**src/include/fetch_seq_pkg.sv**
```systemverilog
// package: widths, addresses, vectors, phases and carriers of the fetch sequencer
package fetch_seq_pkg;
  localparam int PC_W   = 13;            // program counter width
  localparam int PM_AW  = 10;            // implemented program memory address bits
  localparam int IW     = 14;            // instruction word width
  localparam int DW     = 8;             // data path width
  localparam int FA_W   = 7;             // file address width
  localparam int JT_W   = 11;            // jump/call target field width
  localparam int SDEPTH = 8;             // return stack depth
  localparam int SP_W   = 3;             // return stack pointer width
  localparam int LATH_JHI = 4;           // latch bits taken by jump/call, top
  localparam int LATH_JLO = 3;           // latch bits taken by jump/call, bottom
  localparam int LATH_PHI = 4;           // latch top bit taken by low byte write

  localparam logic [FA_W-1:0] PCL_ADDR  = 7'h02; // pc_low_byte file address
  localparam logic [FA_W-1:0] LATH_ADDR = 7'h0A; // pc_high_latch file address
  localparam logic [FA_W-1:0] FILE_TOP  = 7'h2F; // last of 48 file locations
  localparam logic [PC_W-1:0] RESET_VEC = 13'h0000; // reset vector
  localparam logic [PC_W-1:0] INT_VEC   = 13'h0004; // interrupt vector
  localparam logic [PC_W-1:0] PC_ONE    = 13'h0001; // counter step
  localparam logic [SP_W-1:0] SP_ONE    = 3'h1;     // stack pointer step
  localparam logic [DW-1:0]   LATH_RST  = 8'h00;    // latch reset value

  // four phases of one instruction cycle
  typedef enum logic [3:0] {
    PH1 = 4'h1,
    PH2 = 4'h2,
    PH3 = 4'h4,
    PH4 = 4'h8
  } phase_t;

  // flow-change request from the execute stage, sampled at end of phase four
  typedef struct packed {
    logic            jump;    // jump_instr executing
    logic            call;    // call executing
    logic            ret;     // return family executing
    logic            int_ack; // interrupt acknowledged
    logic [JT_W-1:0] target;  // jump/call target field
  } exec_req_t;

  // effective file access of the executing instruction
  typedef struct packed {
    logic            we;    // destination write this cycle
    logic [FA_W-1:0] addr;  // effective (direct or indirect) address
    logic [DW-1:0]   wdata; // destination result
  } file_bus_t;
endpackage

```
**src/rtl/instruction_fetch_sequencer.sv**
```systemverilog
// instruction fetch front end: phase clocks, program counter, return stack, pc registers
`timescale 1ns/10ps
module instruction_fetch_sequencer (
  input  wire logic                             clk_sys,                         // system clock
  input  wire logic                             rst,                             // async reset
  input  wire logic                             osc_in_pin,                      // oscillator input
  input  wire logic                             master_clear_prog_voltage_pin_n, // master clear
  input  wire logic                             resistor_capacitor_osc_mode,     // rc mode fuse
  input  wire logic [fetch_seq_pkg::IW-1:0]     pm_data,                         // program word
  input  wire fetch_seq_pkg::exec_req_t         exec_req,                        // flow change
  input  wire fetch_seq_pkg::file_bus_t         file_bus,                        // file access
  output logic      [fetch_seq_pkg::PM_AW-1:0]  pm_addr,                         // fetch address
  output logic      [fetch_seq_pkg::IW-1:0]     instruction_holding_register,    // latched word
  output logic                                  instr_valid,                     // word not flushed
  output fetch_seq_pkg::phase_t                 phase,                           // one-hot phase
  output logic      [fetch_seq_pkg::PC_W-1:0]   program_counter,                 // fetch pc
  output logic      [fetch_seq_pkg::DW-1:0]     file_rdata,                      // pc reg read
  output logic                                  file_hit,                        // pc reg hit
  output logic                                  file_in_range,                   // addr in 48
  output logic                                  dm_read_strobe,                  // operand read
  output logic                                  dm_write_strobe,                 // dest write
  output logic                                  divided_clock_output,            // clock out
  output logic                                  osc_out_or_clock_out_pin_oe      // pin drive
);
  import fetch_seq_pkg::*;

  // pin synchronisers; first stages feed only the second
  logic osc_s1, osc_s2, osc_s3;          // oscillator chain, s3 for edge
  logic mclr_s1, mclr_s2;                // master clear chain
  logic rc_s1, rc_s2;                    // mode fuse chain
  logic tick;                            // one oscillator rising edge
  logic hold;                            // master clear asserted
  logic [2:0] osc_arm;                   // which oscillator stages hold real samples

  // sequencer state
  logic [PC_W-1:0] pc, next_pc;          // program counter
  logic [DW-1:0]   latch, next_latch;    // pc_high_latch
  logic [SP_W-1:0] sp, next_sp;          // next free stack slot
  logic            start, next_start;    // first cycle after reset pending
  phase_t          next_phase;           // phase successor
  logic [IW-1:0]   next_ir;              // next latched word
  logic            next_valid;           // next flush state
  logic [PM_AW-1:0] next_pm_addr;        // next fetch address
  logic [DW-1:0]   next_rdata;           // next read data
  logic            next_hit, next_range; // next decode flags
  logic            next_rd, next_wr;     // next strobes
  logic            next_clk, next_oe;    // next clock out
  logic            push, pop;            // stack actions
  logic            redirect;             // counter loaded, not stepped
  logic            pcl_wr, lath_wr;      // pc register writes
  logic [PC_W-1:0] stack [SDEPTH];       // return addresses

  // bring pins into the clock domain
  always_ff @(posedge clk_sys or posedge rst) begin
    if (rst) begin
      osc_s1  <= 1'b0;
      osc_s2  <= 1'b0;
      osc_s3  <= 1'b0;
      osc_arm <= 3'h0;
      mclr_s1 <= 1'b0;
      mclr_s2 <= 1'b0;
      rc_s1   <= 1'b0;
      rc_s2   <= 1'b0;
    end else begin
      osc_s1  <= osc_in_pin;
      osc_s2  <= osc_s1;
      osc_s3  <= osc_s2;
      osc_arm <= {osc_arm[1:0], 1'b1};
      mclr_s1 <= master_clear_prog_voltage_pin_n;
      mclr_s2 <= mclr_s1;
      rc_s1   <= resistor_capacitor_osc_mode;
      rc_s2   <= rc_s1;
    end
  end

  // oscillator must run below a quarter of clk_sys for edges to be seen
  // no edge until the chain holds real samples, so a pin already high at release is no tick
  assign tick    = osc_s2 & ~osc_s3 & osc_arm[2];
  assign hold    = ~mclr_s2;
  assign pcl_wr  = file_bus.we && (file_bus.addr == PCL_ADDR);
  assign lath_wr = file_bus.we && (file_bus.addr == LATH_ADDR);

  // next-state logic of phases, counter, stack and pc registers
  always_comb begin
    next_phase   = phase;
    next_pc      = pc;
    next_latch   = latch;
    next_sp      = sp;
    next_start   = start;
    next_ir      = instruction_holding_register;
    next_valid   = instr_valid;
    next_rdata   = file_rdata;
    next_hit     = file_hit;
    next_range   = file_in_range;
    next_rd      = 1'b0;
    next_wr      = 1'b0;
    push         = 1'b0;
    pop          = 1'b0;
    redirect     = 1'b0;
    if (hold) begin
      // held in reset; restart at the reset vector afterwards
      next_phase = PH4;
      next_pc    = RESET_VEC;
      next_latch = LATH_RST;
      next_sp    = '0;
      next_start = 1'b1;
      next_valid = 1'b0;
    end else if (tick) begin
      unique case (phase)
        PH1: begin
          next_phase = PH2;
          next_rd    = 1'b1;
          // pc registers read back during operand read
          next_hit   = pcl_wr | lath_wr | (file_bus.addr == PCL_ADDR) | (file_bus.addr == LATH_ADDR);
          next_range = (file_bus.addr <= FILE_TOP);
          if (file_bus.addr == PCL_ADDR) begin
            next_rdata = pc[DW-1:0];
          end else if (file_bus.addr == LATH_ADDR) begin
            next_rdata = latch;
          end else begin
            next_rdata = '0;                              // not ours
          end
        end
        PH2: begin
          next_phase = PH3;
        end
        PH3: begin
          next_phase = PH4;
          next_ir    = pm_data;
          next_wr    = 1'b1;
        end
        PH4: begin
          next_phase = PH1;
          redirect   = 1'b1;
          if (lath_wr) begin
            next_latch = file_bus.wdata;
          end
          if (start) begin
            next_pc    = RESET_VEC;
            next_start = 1'b0;
          end else if (exec_req.int_ack) begin
            next_pc = INT_VEC;
            push    = 1'b1;
          end else if (exec_req.jump || exec_req.call) begin
            next_pc = {latch[LATH_JHI:LATH_JLO], exec_req.target};
            push    = exec_req.call;
          end else if (exec_req.ret) begin
            next_pc = stack[sp - SP_ONE];
            pop     = 1'b1;
          end else if (pcl_wr) begin
            // upper bits never written directly, only from latch
            next_pc = {latch[LATH_PHI:0], file_bus.wdata};
          end else begin
            next_pc  = pc + PC_ONE;
            redirect = 1'b0;
          end
          // word fetched behind a flow change is dropped
          next_valid = ~redirect;
        end
        default: begin
          next_phase = PH1;                               // illegal code recovery
        end
      endcase
    end
    // stack wraps silently; a ninth push overwrites the oldest
    if (push) begin
      next_sp = sp + SP_ONE;
    end else if (pop) begin
      next_sp = sp - SP_ONE;
    end
    next_pm_addr = next_pc[PM_AW-1:0];
    next_oe      = rc_s2;
    // high across phases one and two, one period per cycle
    next_clk     = rc_s2 && ((next_phase == PH1) || (next_phase == PH2));
  end

  // registers of the sequencer
  always_ff @(posedge clk_sys or posedge rst) begin
    if (rst) begin
      phase                        <= PH4;
      pc                           <= RESET_VEC;
      latch                        <= LATH_RST;
      sp                           <= '0;
      start                        <= 1'b1;
      instruction_holding_register <= '0;
      instr_valid                  <= 1'b0;
      pm_addr                      <= '0;
      file_rdata                   <= '0;
      file_hit                     <= 1'b0;
      file_in_range                <= 1'b0;
      dm_read_strobe               <= 1'b0;
      dm_write_strobe              <= 1'b0;
      divided_clock_output         <= 1'b0;
      osc_out_or_clock_out_pin_oe  <= 1'b0;
    end else begin
      phase                        <= next_phase;
      pc                           <= next_pc;
      latch                        <= next_latch;
      sp                           <= next_sp;
      start                        <= next_start;
      instruction_holding_register <= next_ir;
      instr_valid                  <= next_valid;
      pm_addr                      <= next_pm_addr;
      file_rdata                   <= next_rdata;
      file_hit                     <= next_hit;
      file_in_range                <= next_range;
      dm_read_strobe               <= next_rd;
      dm_write_strobe              <= next_wr;
      divided_clock_output         <= next_clk;
      osc_out_or_clock_out_pin_oe  <= next_oe;
    end
  end

  // return stack storage, no reset needed
  always_ff @(posedge clk_sys) begin
    if (push) begin
      stack[sp] <= pc;
    end
  end

  assign program_counter = pc;
endmodule
```
**config.mk**
```make
export PLATFORM = sky130hd
export DESIGN_NAME = instruction_fetch_sequencer
export DESIGN_NICKNAME = d
export VERILOG_FILES = /design/src/include/fetch_seq_pkg.sv /design/src/rtl/instruction_fetch_sequencer.sv
export SDC_FILE = /design/constraint.sdc
export NUM_CORES = 1
export LEC_CHECK = 0
export BUFFER_PORTS_ARGS = -buffer_cell sky130_fd_sc_hd__buf_4
export CORE_ASPECT_RATIO = 1.1
export CORE_MARGIN = 4
export CORE_UTILIZATION = 50
export CTS_CLUSTER_SIZE = 28
export DETAILED_ROUTE_END_ITERATION = 8
export PLACE_DENSITY_LB_ADDON = 0.25
export SLEW_MARGIN = 20
export SYNTH_ARGS = -nofsm -noshare
export SYNTH_HDL_FRONTEND = slang
export SYNTH_SLANG_ARGS = --single-unit
```
**constraint.sdc**
```tcl
create_clock -name clk_sys -period 5.9 [get_ports clk_sys]
set_clock_uncertainty 0.05 [all_clocks]
set_input_delay 1.18 -clock clk_sys [delete_from_list [all_inputs] [get_ports clk_sys]]
set_output_delay 1.18 -clock clk_sys [all_outputs]
set_load 0.03 [all_outputs]
```
# Word-level counts from Yosys, hierarchy flattened
# Memory sizes are Yosys's and may differ from the RTL's.
# Cells that the tools add are included.
# op_classes
bitwise	7
n_eq_ne	12
add_sub_neg	3
reduce_logical	9
order_cmp	1
muxes	55
# ops
op	count
two-way mux 13 bit	8
two-way mux 8 bit	6
two-way mux 1 bit	35
adder 13 x 1 -> 13 bit, second input constant	1
case mux 4 bit (3 select lines)	1
two-way mux 3 bit	3
AND reduction 3 bit	3
equality test 4 x 1 -> 1 bit, second input constant	2
equality test 4 x 2 -> 1 bit, second input constant	2
two-way mux 4 bit	2
equality test 7 x 2 -> 1 bit, second input constant	1
equality test 7 x 4 -> 1 bit, second input constant	1
<= comparator 7 x 6 -> 1 bit, second input constant	1
!= test 2 x 1 -> 1 bit, second input constant	3
equality test 4 x 3 -> 1 bit, second input constant	1
equality test 4 bit, second input constant	1
adder 3 x 1 -> 3 bit, second input constant	1
logical AND 1 bit	3
!= test 3 x 1 -> 1 bit, second input constant	1
OR 1 bit	3
subtractor 3 x 1 -> 3 bit, second input constant	1
AND 1 bit	2
logical OR 1 bit	2
NOT 1 bit	2
AND reduction 2 bit	1
# word_totals
reg_bits	68
memories	1
ram_bits	104
word_cells	111
# mem_list
name	words	word_bits	rd	rd_ports_with_merged_regs	write_ports	line_no	text
stack	8	13	1	0	1	instruction_fetch_sequencer.sv:51	logic [PC_W-1:0] stack [SDEPTH];

# Logic depth before layout (Yosys ltp)
# Gate-level depths: netlist of run 1.
# depth
ltp_word	14
mapped_depth	11

# Least setup slack after synthesis of run 1
# No wires, ideal clock.
# synth_timing
kind	input to register
start	input exec_req[13] (netlist name)
end	memory stack[1][0] (enable)
path_stages	4
n_path_buf	0
setup_ps	400
arrival_time_ps	2580
path_slack_ps	2870
cell_sequence	o211ai_1 nor2_1 nand2_1 nor3_1
# synth_via
elab_chain_len	9
# synth_lines
element	line_no	text
start, declared	instruction_fetch_sequencer.sv:10	input wire fetch_seq_pkg::exec_req_t exec_req,
logical OR 1 bit	instruction_fetch_sequencer.sv:144	end else if (exec_req.jump || exec_req.call) begin
two-way mux 1 bit (*)	instruction_fetch_sequencer.sv:144	
two-way mux 1 bit (*)	instruction_fetch_sequencer.sv:141	end else if (exec_req.int_ack) begin
two-way mux 1 bit (*)	instruction_fetch_sequencer.sv:138	if (start) begin
two-way mux 1 bit (*)	instruction_fetch_sequencer.sv:109	unique case (phase)
two-way mux 1 bit (*)	instruction_fetch_sequencer.sv:108	end else if (tick) begin
two-way mux 1 bit (*)	instruction_fetch_sequencer.sv:100	if (hold) begin
two-way mux 1 bit (*)	instruction_fetch_sequencer.sv:216	if (push) begin
two-way mux 1 bit (implied by the code) (*)	instruction_fetch_sequencer.sv:217	stack[sp] <= pc;
end, declared	instruction_fetch_sequencer.sv:51	
# Every way passes the cells marked *; elsewhere a longest branch is shown, timed or not.

# Worst setup path after layout of run 1
# layout_timing
start	register sp[0]
end	register pc[4], in the netlist program_counter[4]
# layout_via
elab_chain_len	9
# layout_lines
element	line_no	text
start, declared	instruction_fetch_sequencer.sv:38	logic [SP_W-1:0] sp, next_sp;
start signal, assigned	instruction_fetch_sequencer.sv:199	sp <= next_sp;
subtractor 3 x 1 -> 3 bit	instruction_fetch_sequencer.sv:148	next_pc = stack[sp - SP_ONE];
memory read (8 x 13 bit)	-	
two-way mux 13 bit	instruction_fetch_sequencer.sv:147	end else if (exec_req.ret) begin
two-way mux 13 bit	instruction_fetch_sequencer.sv:144	
two-way mux 13 bit	instruction_fetch_sequencer.sv:141	
two-way mux 13 bit	instruction_fetch_sequencer.sv:138	
two-way mux 13 bit	instruction_fetch_sequencer.sv:109	
two-way mux 13 bit	instruction_fetch_sequencer.sv:108	
two-way mux 13 bit	instruction_fetch_sequencer.sv:100	
end signal, assigned	instruction_fetch_sequencer.sv:197	pc <= next_pc;
end, declared	instruction_fetch_sequencer.sv:36	logic [PC_W-1:0] pc, next_pc;
# Every way passes these cells. The select of a mux whose other input is x is not followed.
# A chain may end at the register's enable or synchronous reset.

==> metrics.txt, run 1 <==
Synth Area per Inst=around 14 sq um; Ant. Diodes=0; PD cells=315 mW/mm^2; Yosys cell types=68; Slew Limit Fails=0; fin crit period=between 3000 and 4000 ps; nature of the critical path startpoint=register; largest net degree at the start of global routing=about 70; Die Y=approximately 140 um; initial DRC count=about 370; number of core rows=46; setup tns final=0 ps; Synth async-reset ratio=39.5%; most frequent cell after synthesis=edfxtp_1; DR WL met3=1.75 mm; drt wl/cell=~23 um; status=completed; CP delay by family, top=multiplexers; Post-Synth Adder-Cell Area=less than 1%; Compound-Gate Fraction of Synth Area=just under 7%; # port buffers=between 100 and 150; DR top layer=met5; Yosys warnings=0; met1 WL=about 7.3 mm; Crit Path Class=register to register; leakage dissipation=around 0.0034 uW; hold_buf cts=0; worst-case clock buffer depth=2; CP Capture Type=register; DRC viols=0; CTS tree=built; vias in the first global route=5064; final setup vio count=0; syn nets=585; core area=between 0.01 and 0.015 sq mm; Primary FF master, synth=edfxtp_1; Seq/Total Area, Yosys=about 64%; Die Wd=about 120 um; post-synth top area cell=edfxtp_1; Clk Latency, worst-skew pair=roughly 430 ps; post-DR vias/cell=~5.9; Post-synth EDFFs=approximately 100; Hold Vio Cnt, Final=0; Synth Area in Simple Gates=12.2%; Critical Path RT=6170 ps; Clock H-tree levels=4; final WL=18.8 mm; Worst VDD drop=around 0.00021 V; RSZ-0062 raised after global routing=false; area share of the largest cell type after synthesis=between 40% and 50%; Post-synth top cells=104 x edfxtp_1, 89 x nand2_1, 66 x dfrtp_1; final worst slack=approximately 2900 ps; hpwl dp=~13 mm; xor/xnor share of the synthesized area=1.54%; worst rel slew slack=between 30% and 40%; period utilization=51.5%; crit path DAT=roughly 3300 ps; mux cell area share after synthesis=about 11%; Tot GR Track Use=23.1%; gp weighted congestion=between 0.9 and 1; worst hold-check path type=register to register; Least-Margin Pin Slew=between 1000 and 1500 ps; Post-DRT Antenna Nets=0; CTS root buf=clkbuf_16; First-pass DRT Iterations=6; cell breakdown of the critical path=buf_4, inv_1, ha_1, xor2_4, mux4_1, nand3_1, o311ai_1, a31o_1; critical path's slowest cell=mux4_1; synth top area cells=edfxtp_1 42%, dfrtp_1 22%, mux4_2 6.0%; FMAX=0.329 GHz; WL met2=~9 mm; worst slack, placed=~2600 ps; proportion of layout cells with a drive suffix above 1=roughly 30%; first-pass GRT wire length=29.4 mm; #FFs+latches synth=~170; Worst-path clk slew=70 ps; synthesized area=approximately 0.0075 sq mm; Layout area overhead=19.8%; gate count after technology mapping=about 530; Max-Cap Viols=0; grt total ovfl=0; routed via count=between 4000 and 5000; largest family of logic cells by synthesized area=simple AND/OR/NAND/NOR gates; Starting Density=around half; slowest stage delay, CP=640 ps; I/O pin count=106; full die area=about 0.017 sq mm; total CTS buffers=17; nets=677; antenna violations before repair=1; Sink Count=172; post_cts resized=0; Worst Path Max Fanout=28; Buffers & Inverters on Critical Path=2; number of setup buffers added after CTS=0
[power breakdown]
part | internal [uW] | leakage (uW) | switching [uW]
combinational | 156 | 0.00147 | 232
clock | 639 | 0.000287 | 498
sequential | 1280 | 0.00161 | 20.1
[layout make-up]
| class | count | area [sq um] |
|---|---|---|
| Inverter | 7 | 26.3 |
| Sequential cell | 172 | 4830 |
| Multi-Input combinational cell | 317 | 2450 |
| Timing Repair Buffer | 109 | 818 |
| Clock buffer | 17 | 425 |
| Tap cell | 192 | 240 |
| Fill cell | 1132 | 5590 |
| Clock inverter | 15 | 185 |
[layout by cell type (no fill, tap or decap), types with 11 or more instances in the layout]
cell	synthesis	layout
a21oi_1	13	13
buf_4	11	109
edfxtp_1	104	104
nor2_1	29	23
clkbuf_16	0	17
nor2b_1	11	11
mux2i_1	19	19
mux4_2	20	20
dfrtp_1	66	66
nand2_1	89	89
nand3_1	16	16
o31ai_1	12	12
[through the flow]
stage / hold slack (ps) / utilization [%] / std cells / total power [uW] / cell area, sq um
5_1_grt: 302 / 61.6 / 829 / 2920 / 8970
6_report: 300 / 61.6 / 829 / 2820 / 8970
3_3_place_gp: 281 / 57.3 / 797 / 1700 / 8340
2_1_floorplan: 281 / - / 532 / 1580 / 7490
4_1_cts: 302 / 61.5 / 829 / 2840 / 8950
3_5_place_dp: 286 / 57.3 / 797 / 1700 / 8340
[cell families after synthesis]
group	count (synthesis)
AND/OR/NAND/NOR	183
other	1
adder cells (fa/ha/maj)	3
AO/OA/AOI/OAI	71
flip-flops	172
XOR/XNOR	11
buffers and inverters	43
multiplexers	48
[state kept, by name (all words and copies together) (netlist names), 3 cells and up]
name / count
latch: 8
instruction_holding_register: 14
file_rdata: 8
sp: 3
osc_arm: 3
program_counter: 13
phase: 4
stack: 104
[worst register-to-register path, delay by kind of cell (launching register included)]
family	cells	cell delay (ps)
adder cells (fa/ha/maj)	1	330
AO/OA/AOI/OAI	2	360
multiplexers	1	650
XOR/XNOR	1	530
buffers and inverters	2	590
flip-flops	1	320
AND/OR/NAND/NOR	1	120
[worst paths after layout]
path / startpoint / endpoint / slack, ps / cells past startpoint
min in group asynchronous: rst / instruction_holding_register[11] / 950 / 3
max in group asynchronous: rst / sp[2] / 4260 / 3
setup / recovery: sp[0] / program_counter[4] / 2860 / 8
hold reg to reg: osc_arm[1] / osc_arm[2] / 300 / 0
setup reg to reg: sp[0] / program_counter[4] / 2860 / 8
hold / removal: osc_arm[1] / osc_arm[2] / 300 / 0
[layer usage]
layer / track usage (%) / vias to the layer above
met5: 0 / -
met4: 10.1 / 2
met3: 8.09 / 52
met2: 37.2 / 250
met1: 28.5 / 2402
li1: - / 2171
No activity file was read; power rests on OpenSTA's default activity.
==> run 2: changes to the inputs <==
==> constraint.sdc (replaced) <==
create_clock -name clk_sys -period 2.48 [get_ports clk_sys]
set_clock_uncertainty 0.05 [all_clocks]
set_input_delay 0.496 -clock clk_sys [delete_from_list [all_inputs] [get_ports clk_sys]]
set_output_delay 0.496 -clock clk_sys [all_outputs]
set_load 0.03 [all_outputs]
==> run 2 against run 1 <==
  * Register-to-register slack worse by 2700 ps
  * Sequential share of layout area is 1.5 points lower
  * Utilization up 1.8 points
  * Routed wire length shrank 0.19%
  * Critical endpoint is now stack[7][0]
  * Die area unchanged
  * Count of clock-buffer cells in the layout is the same
==> metrics.txt, run 2 (synthesized netlist as in run 1, its figures left out) <==
nets=719 (was 677); Post-DRT Antenna Nets=0 (unchanged); antenna violations before repair=0 (was 1); worst slack, placed=195 ps (was 2580 ps); RSZ-0062 raised after global routing=false (unchanged); full die area=0.0170 sq mm (unchanged); Largest Register=stack (unchanged); worst-case clock buffer depth=2 (unchanged); status=completed (unchanged); worst hold slack=38.5 ps (was 300 ps); Layout area overhead=23.3% (was 19.8%); Worst VDD drop=0.000470 V (was 0.000211 V); worst hold-check path type=primary input to async pin (was register to register); vias in the first global route=5258 (was 5064); Starting Density=51.4% (unchanged); CP dominant cell by count=nor2_1; placed cell area=0.00867 sq mm (was 0.00834 sq mm); largest net degree at the start of global routing=47 (was 69); crit path DAT=2400 ps (was 3310 ps); hold_buf cts=0 (unchanged); Worst Path Max Fanout=10 (was 28); CTS tree=built (unchanged); Die Wd=125 um (unchanged); PD cells=712 mW/mm^2 (was 315 mW/mm^2); gp weighted congestion=0.927 (was 0.919); Clk Latency, worst-skew pair=430 ps (about the same); cell breakdown of the critical path=nor3b_4, o211ai_1, nor2_1, nand2_1, nor2_1, buf_4 (was buf_4, inv_1, ha_1, xor2_4, mux4_1, nand3_1, o311ai_1, a31o_1); dpl cells=839 (was 797); DRC viols=0 (unchanged); Least-Margin Pin Slew=945 ps (was 1040 ps); core area=0.0146 sq mm (unchanged); final WL=18.8 mm (about the same); Slew Limit Fails=0 (unchanged); critical path's slowest cell=dfstp_2 (was mux4_1); number of setup buffers added after CTS=0 (unchanged); worst rel slew slack=36.5% (was 30.1%); Clock H-tree levels=4 (unchanged); Sink Count=172 (unchanged); Max-Cap Viols=0 (unchanged); period utilization=93.5% (was 51.5%); fin crit period=2320 ps (was 3040 ps); most frequent cells in the layout=150 x buf_4, 104 x edfxtp_1, 89 x nand2_1 (was 109 x buf_4, 104 x edfxtp_1, 89 x nand2_1); Die Y=136 um (unchanged); Final Non-Filler Cells=870 (was 829); final setup vio count=0 (unchanged); final instance area=0.00923 sq mm (was 0.00897 sq mm); number of flip-flops in the largest register=104 (unchanged); Ant. Diodes=0 (unchanged); number of core rows=46 (unchanged); first-pass GRT wire length=29.7 mm (was 29.4 mm); drt wl/cell=21.6 um (was 22.7 um); nature of the critical path startpoint=register (unchanged); Worst-path clk slew=70 ps (about the same); Critical Path RT=2560 ps (was 6170 ps); slowest stage delay, CP=580 ps (was 640 ps); Hold Vio Cnt, Final=0 (unchanged); FMAX=0.431 GHz (was 0.329 GHz); routed via count=5045 (was 4877); CP Capture Type=register (unchanged); Tot GR Track Use=23.2% (was 23.1%); final worst slack=162 ps (was 2860 ps); hpwl dp=13.5 mm (was 12.9 mm); most common cell after layout, fill and taps aside=buf_4 (unchanged); post-DR vias/cell=5.80 (was 5.88); initial DRC count=382 (was 366); proportion of layout cells with a drive suffix above 1=33.3% (was 29.7%); CTS root buf=clkbuf_16 (unchanged); Crit Path Class=register to register (unchanged); # port buffers=105 (unchanged); post_cts resized=0 (unchanged); total CTS buffers=17 (unchanged); I/O pin count=106 (unchanged); leakage dissipation=0.00357 uW (was 0.00337 uW); First-pass DRT Iterations=5 (was 6); Post-Route Utilization=63.4% (was 61.6%); grt total ovfl=0 (unchanged)
## run 2: where the power goes
part / switching (uW) / total (uW) / internal [uW]
logic: 547 / 970 / 423
clock network: 1140 / 2540 / 1390
registers: 21.5 / 3070 / 3050
## run 2: area by class of cell
type                            instances  area, sq um
Fill cell                            1123         5330
Sequential cell                       172         4830
Multi-Input combinational cell        317         2430
Timing Repair Buffer                  151         1150
Clock buffer                           17          425
Tap cell                              192          240
Clock inverter                         14          135
Inverter                                7         26.3
## run 2: path summary, 6_finish.rpt
path / start / end / slack, ps / cells after the start
setup reg to reg: phase[3] / stack[7][0] / 160 / 6
hold / removal: rst / instruction_holding_register[10] / 40 / 2
min in group clk_sys: osc_in_pin / osc_s1 / 120 / 1
hold reg to reg: osc_s1 / osc_s2 / 300 / 0
setup / recovery: phase[3] / stack[7][0] / 160 / 6
max in group asynchronous: rst / start / 1670 / 3
## run 2: worst max-delay path: cells and delay by family, from the launching register on
kind	cells	cell delay [ps]
compound gates	1	220
flops	1	580
buf+inv	1	220
simple gates	4	940
## run 2: stage by stage
stage / power, uW / TNS, ps
floorplan: 3780 / -321
global placement: 4080 / 0
detailed placement: 4090 / 0
CTS: 6620 / 0
global route: 6830 / 0
finish: 6580 / 0
## run 2: routing by layer
| metal | vias to the layer above | part of all wire [%] | track usage [%] |
|---|---|---|---|
| met5 | - | 0 | 0 |
| met4 | 0 | 4.1 | 11.1 |
| met1 | 2486 | 39 | 28.8 |
| met3 | 55 | 9.4 | 8.29 |
| met2 | 251 | 47 | 36.5 |
| li1 | 2253 | - | - |
==> run 3: changes to the inputs <==
==> constraint.sdc (replaced) <==
create_clock -name clk_sys -period 2.6 [get_ports clk_sys]
set_clock_uncertainty 0.05 [all_clocks]
set_input_delay 0.52 -clock clk_sys [delete_from_list [all_inputs] [get_ports clk_sys]]
set_output_delay 0.52 -clock clk_sys [all_outputs]
set_load 0.03 [all_outputs]
==> run 3 against run 2 <==
  * Sequential share of layout area up 0.34 points
  * Critical path type unchanged
  * Combinational power is 8.6% lower
  * Via count decreased by 0.99%
  * Utilization shrank 0.41 points
  * Clock power is 5% lower
  * Worst setup slack got worse by 2.0 ps
  * Register-to-register slack is essentially flat
  * Worst hold slack improved by 13 ps
==> metrics.txt, run 3 (synthesized netlist as in run 1, its figures left out) <==
placed cell area=0.00860 sq mm (was 0.00867 sq mm); Worst VDD drop=0.000421 V (was 0.000470 V); sequential cell area=0.00483 sq mm (unchanged); number of flip-flops in the largest register=104 (unchanged); nature of the critical path startpoint=register (unchanged); worst-case clock buffer depth=2 (unchanged); most frequent cells in the layout=141 x buf_4, 104 x edfxtp_1, 89 x nand2_1 (was 150 x buf_4, 104 x edfxtp_1, 89 x nand2_1); Max-Cap Viols=0 (unchanged); Design Power=6240 uW (was 6580 uW); Sink Count=172 (unchanged); area of the multi-input gates=0.00243 sq mm (about the same); Worst Path Max Fanout=8 (was 10); Critical Path RT=2870 ps (was 2560 ps); antenna violations before repair=0 (unchanged); Clk Latency, worst-skew pair=430 ps (about the same); crit path from=sp[1] (was phase[3]); hpwl dp=12.8 mm (was 13.5 mm); Worst R2R Path Depth=7 (was 6); largest net degree at the start of global routing=50 (was 47); vias in the first global route=5219 (was 5258); Crit Path Class=register to register (unchanged); Final Non-Filler Cells=862 (was 870); crit path DAT=2710 ps (was 2400 ps); Post-Route Utilization=63.0% (was 63.4%); nets=710 (was 719); drt wl/cell=21.4 um (was 21.6 um); Slew Limit Fails=0 (unchanged); FMAX=0.410 GHz (was 0.431 GHz); total CTS buffers=17 (unchanged); worst hold-check path type=primary input to async pin (unchanged); post-DR vias/cell=5.79 (was 5.80); I/O pin count=106 (unchanged); # port buffers=105 (unchanged); number of core rows=46 (unchanged); grt total ovfl=0 (unchanged); Post-DRT Antenna Nets=0 (unchanged); Largest Register=stack (unchanged); final setup vio count=0 (unchanged); hold_buf cts=0 (unchanged); routed via count=4995 (was 5045); DRC viols=0 (unchanged); fillers=1132 (was 1123); Die Y=136 um (unchanged); Layout area overhead=22.5% (was 23.3%); Worst-path clk slew=70 ps (about the same); CP Capture Type=register (unchanged); fin crit period=2440 ps (was 2320 ps); Ant. Diodes=0 (unchanged); Tot GR Track Use=22.7% (was 23.2%); first-pass GRT wire length=29.3 mm (was 29.7 mm); gp weighted congestion=0.889 (was 0.927); dpl cells=830 (was 839); Die Wd=125 um (unchanged); Hold Vio Cnt, Final=0 (unchanged); Clock H-tree levels=4 (unchanged); final WL=18.4 mm (was 18.8 mm); PD cells=681 mW/mm^2 (was 712 mW/mm^2); leakage dissipation=0.00354 uW (was 0.00357 uW); CTS root buf=clkbuf_16 (unchanged); core area=0.0146 sq mm (unchanged); RSZ-0062 raised after global routing=false (unchanged); Worst R2R End=program_counter[4] (was stack[7][0]); most common cell after layout, fill and taps aside=buf_4 (unchanged); setup tns final=0 ps (unchanged); initial DRC count=438 (was 382); R2R Path Start=sp[1] (was phase[3]); full die area=0.0170 sq mm (unchanged); final instance area=0.00917 sq mm (was 0.00923 sq mm); First-pass DRT Iterations=5 (unchanged); period utilization=93.8% (was 93.5%); proportion of layout cells with a drive suffix above 1=32.1% (was 33.3%); reg-to-reg slack, setup=160 ps (about the same); number of setup buffers added after CTS=0 (unchanged); Starting Density=51.4% (unchanged); CTS tree=built (unchanged); status=completed (unchanged); post_cts resized=0 (unchanged)
-- run 3: critical path: stages (launching register included) --
cell and delay [ps]:
dfrtp_1 470, inv_1 110, ha_1 340, xor2_4 340, mux4_1 600, nand3_1 100
o311ai_1 100, a31o_1 230
-- run 3: routing by layer --
layer	vias to the layer above	global-route usage [%]	share of wire (%)
met1	2504	29.5	41
li1	2240	-	-
met3	30	7.03	8.0
met2	221	36.9	49
met5	-	0	0
met4	0	7.55	2.0
-- run 3: worst max-delay path by stage --
stage,cells after the start,end
floorplan,9,program_counter[4]
global placement,7,program_counter[4]
detailed placement,7,program_counter[4]
CTS,7,program_counter[4]
global route,7,program_counter[4]
finish,7,program_counter[4]
-- run 3: final cells by class --
class	instances	area share (%)
multi-input cells	317	26.5
flip-flops and latches	172	52.6
clock inverters	13	1.28
clock buffers	19	4.94
well taps	192	2.62
repair buffers	142	11.8
inverters	7	0.286
-- run 3: stage by stage --
step                      hold WS (ps)  setup slack, ps
after floorplan                    281             5.01
after global placement             282              236
after detailed placement           285              160
after CTS                         47.2              155
after global routing              74.4             30.7
final                             51.4              160
-- run 3: power breakdown --
group	internal [uW]	total, uW	leakage (uW)	switching, uW
combinational	396	887	0.00165	491
sequential	2910	2940	0.00161	32.7
clock	1370	2420	0.000276	1050
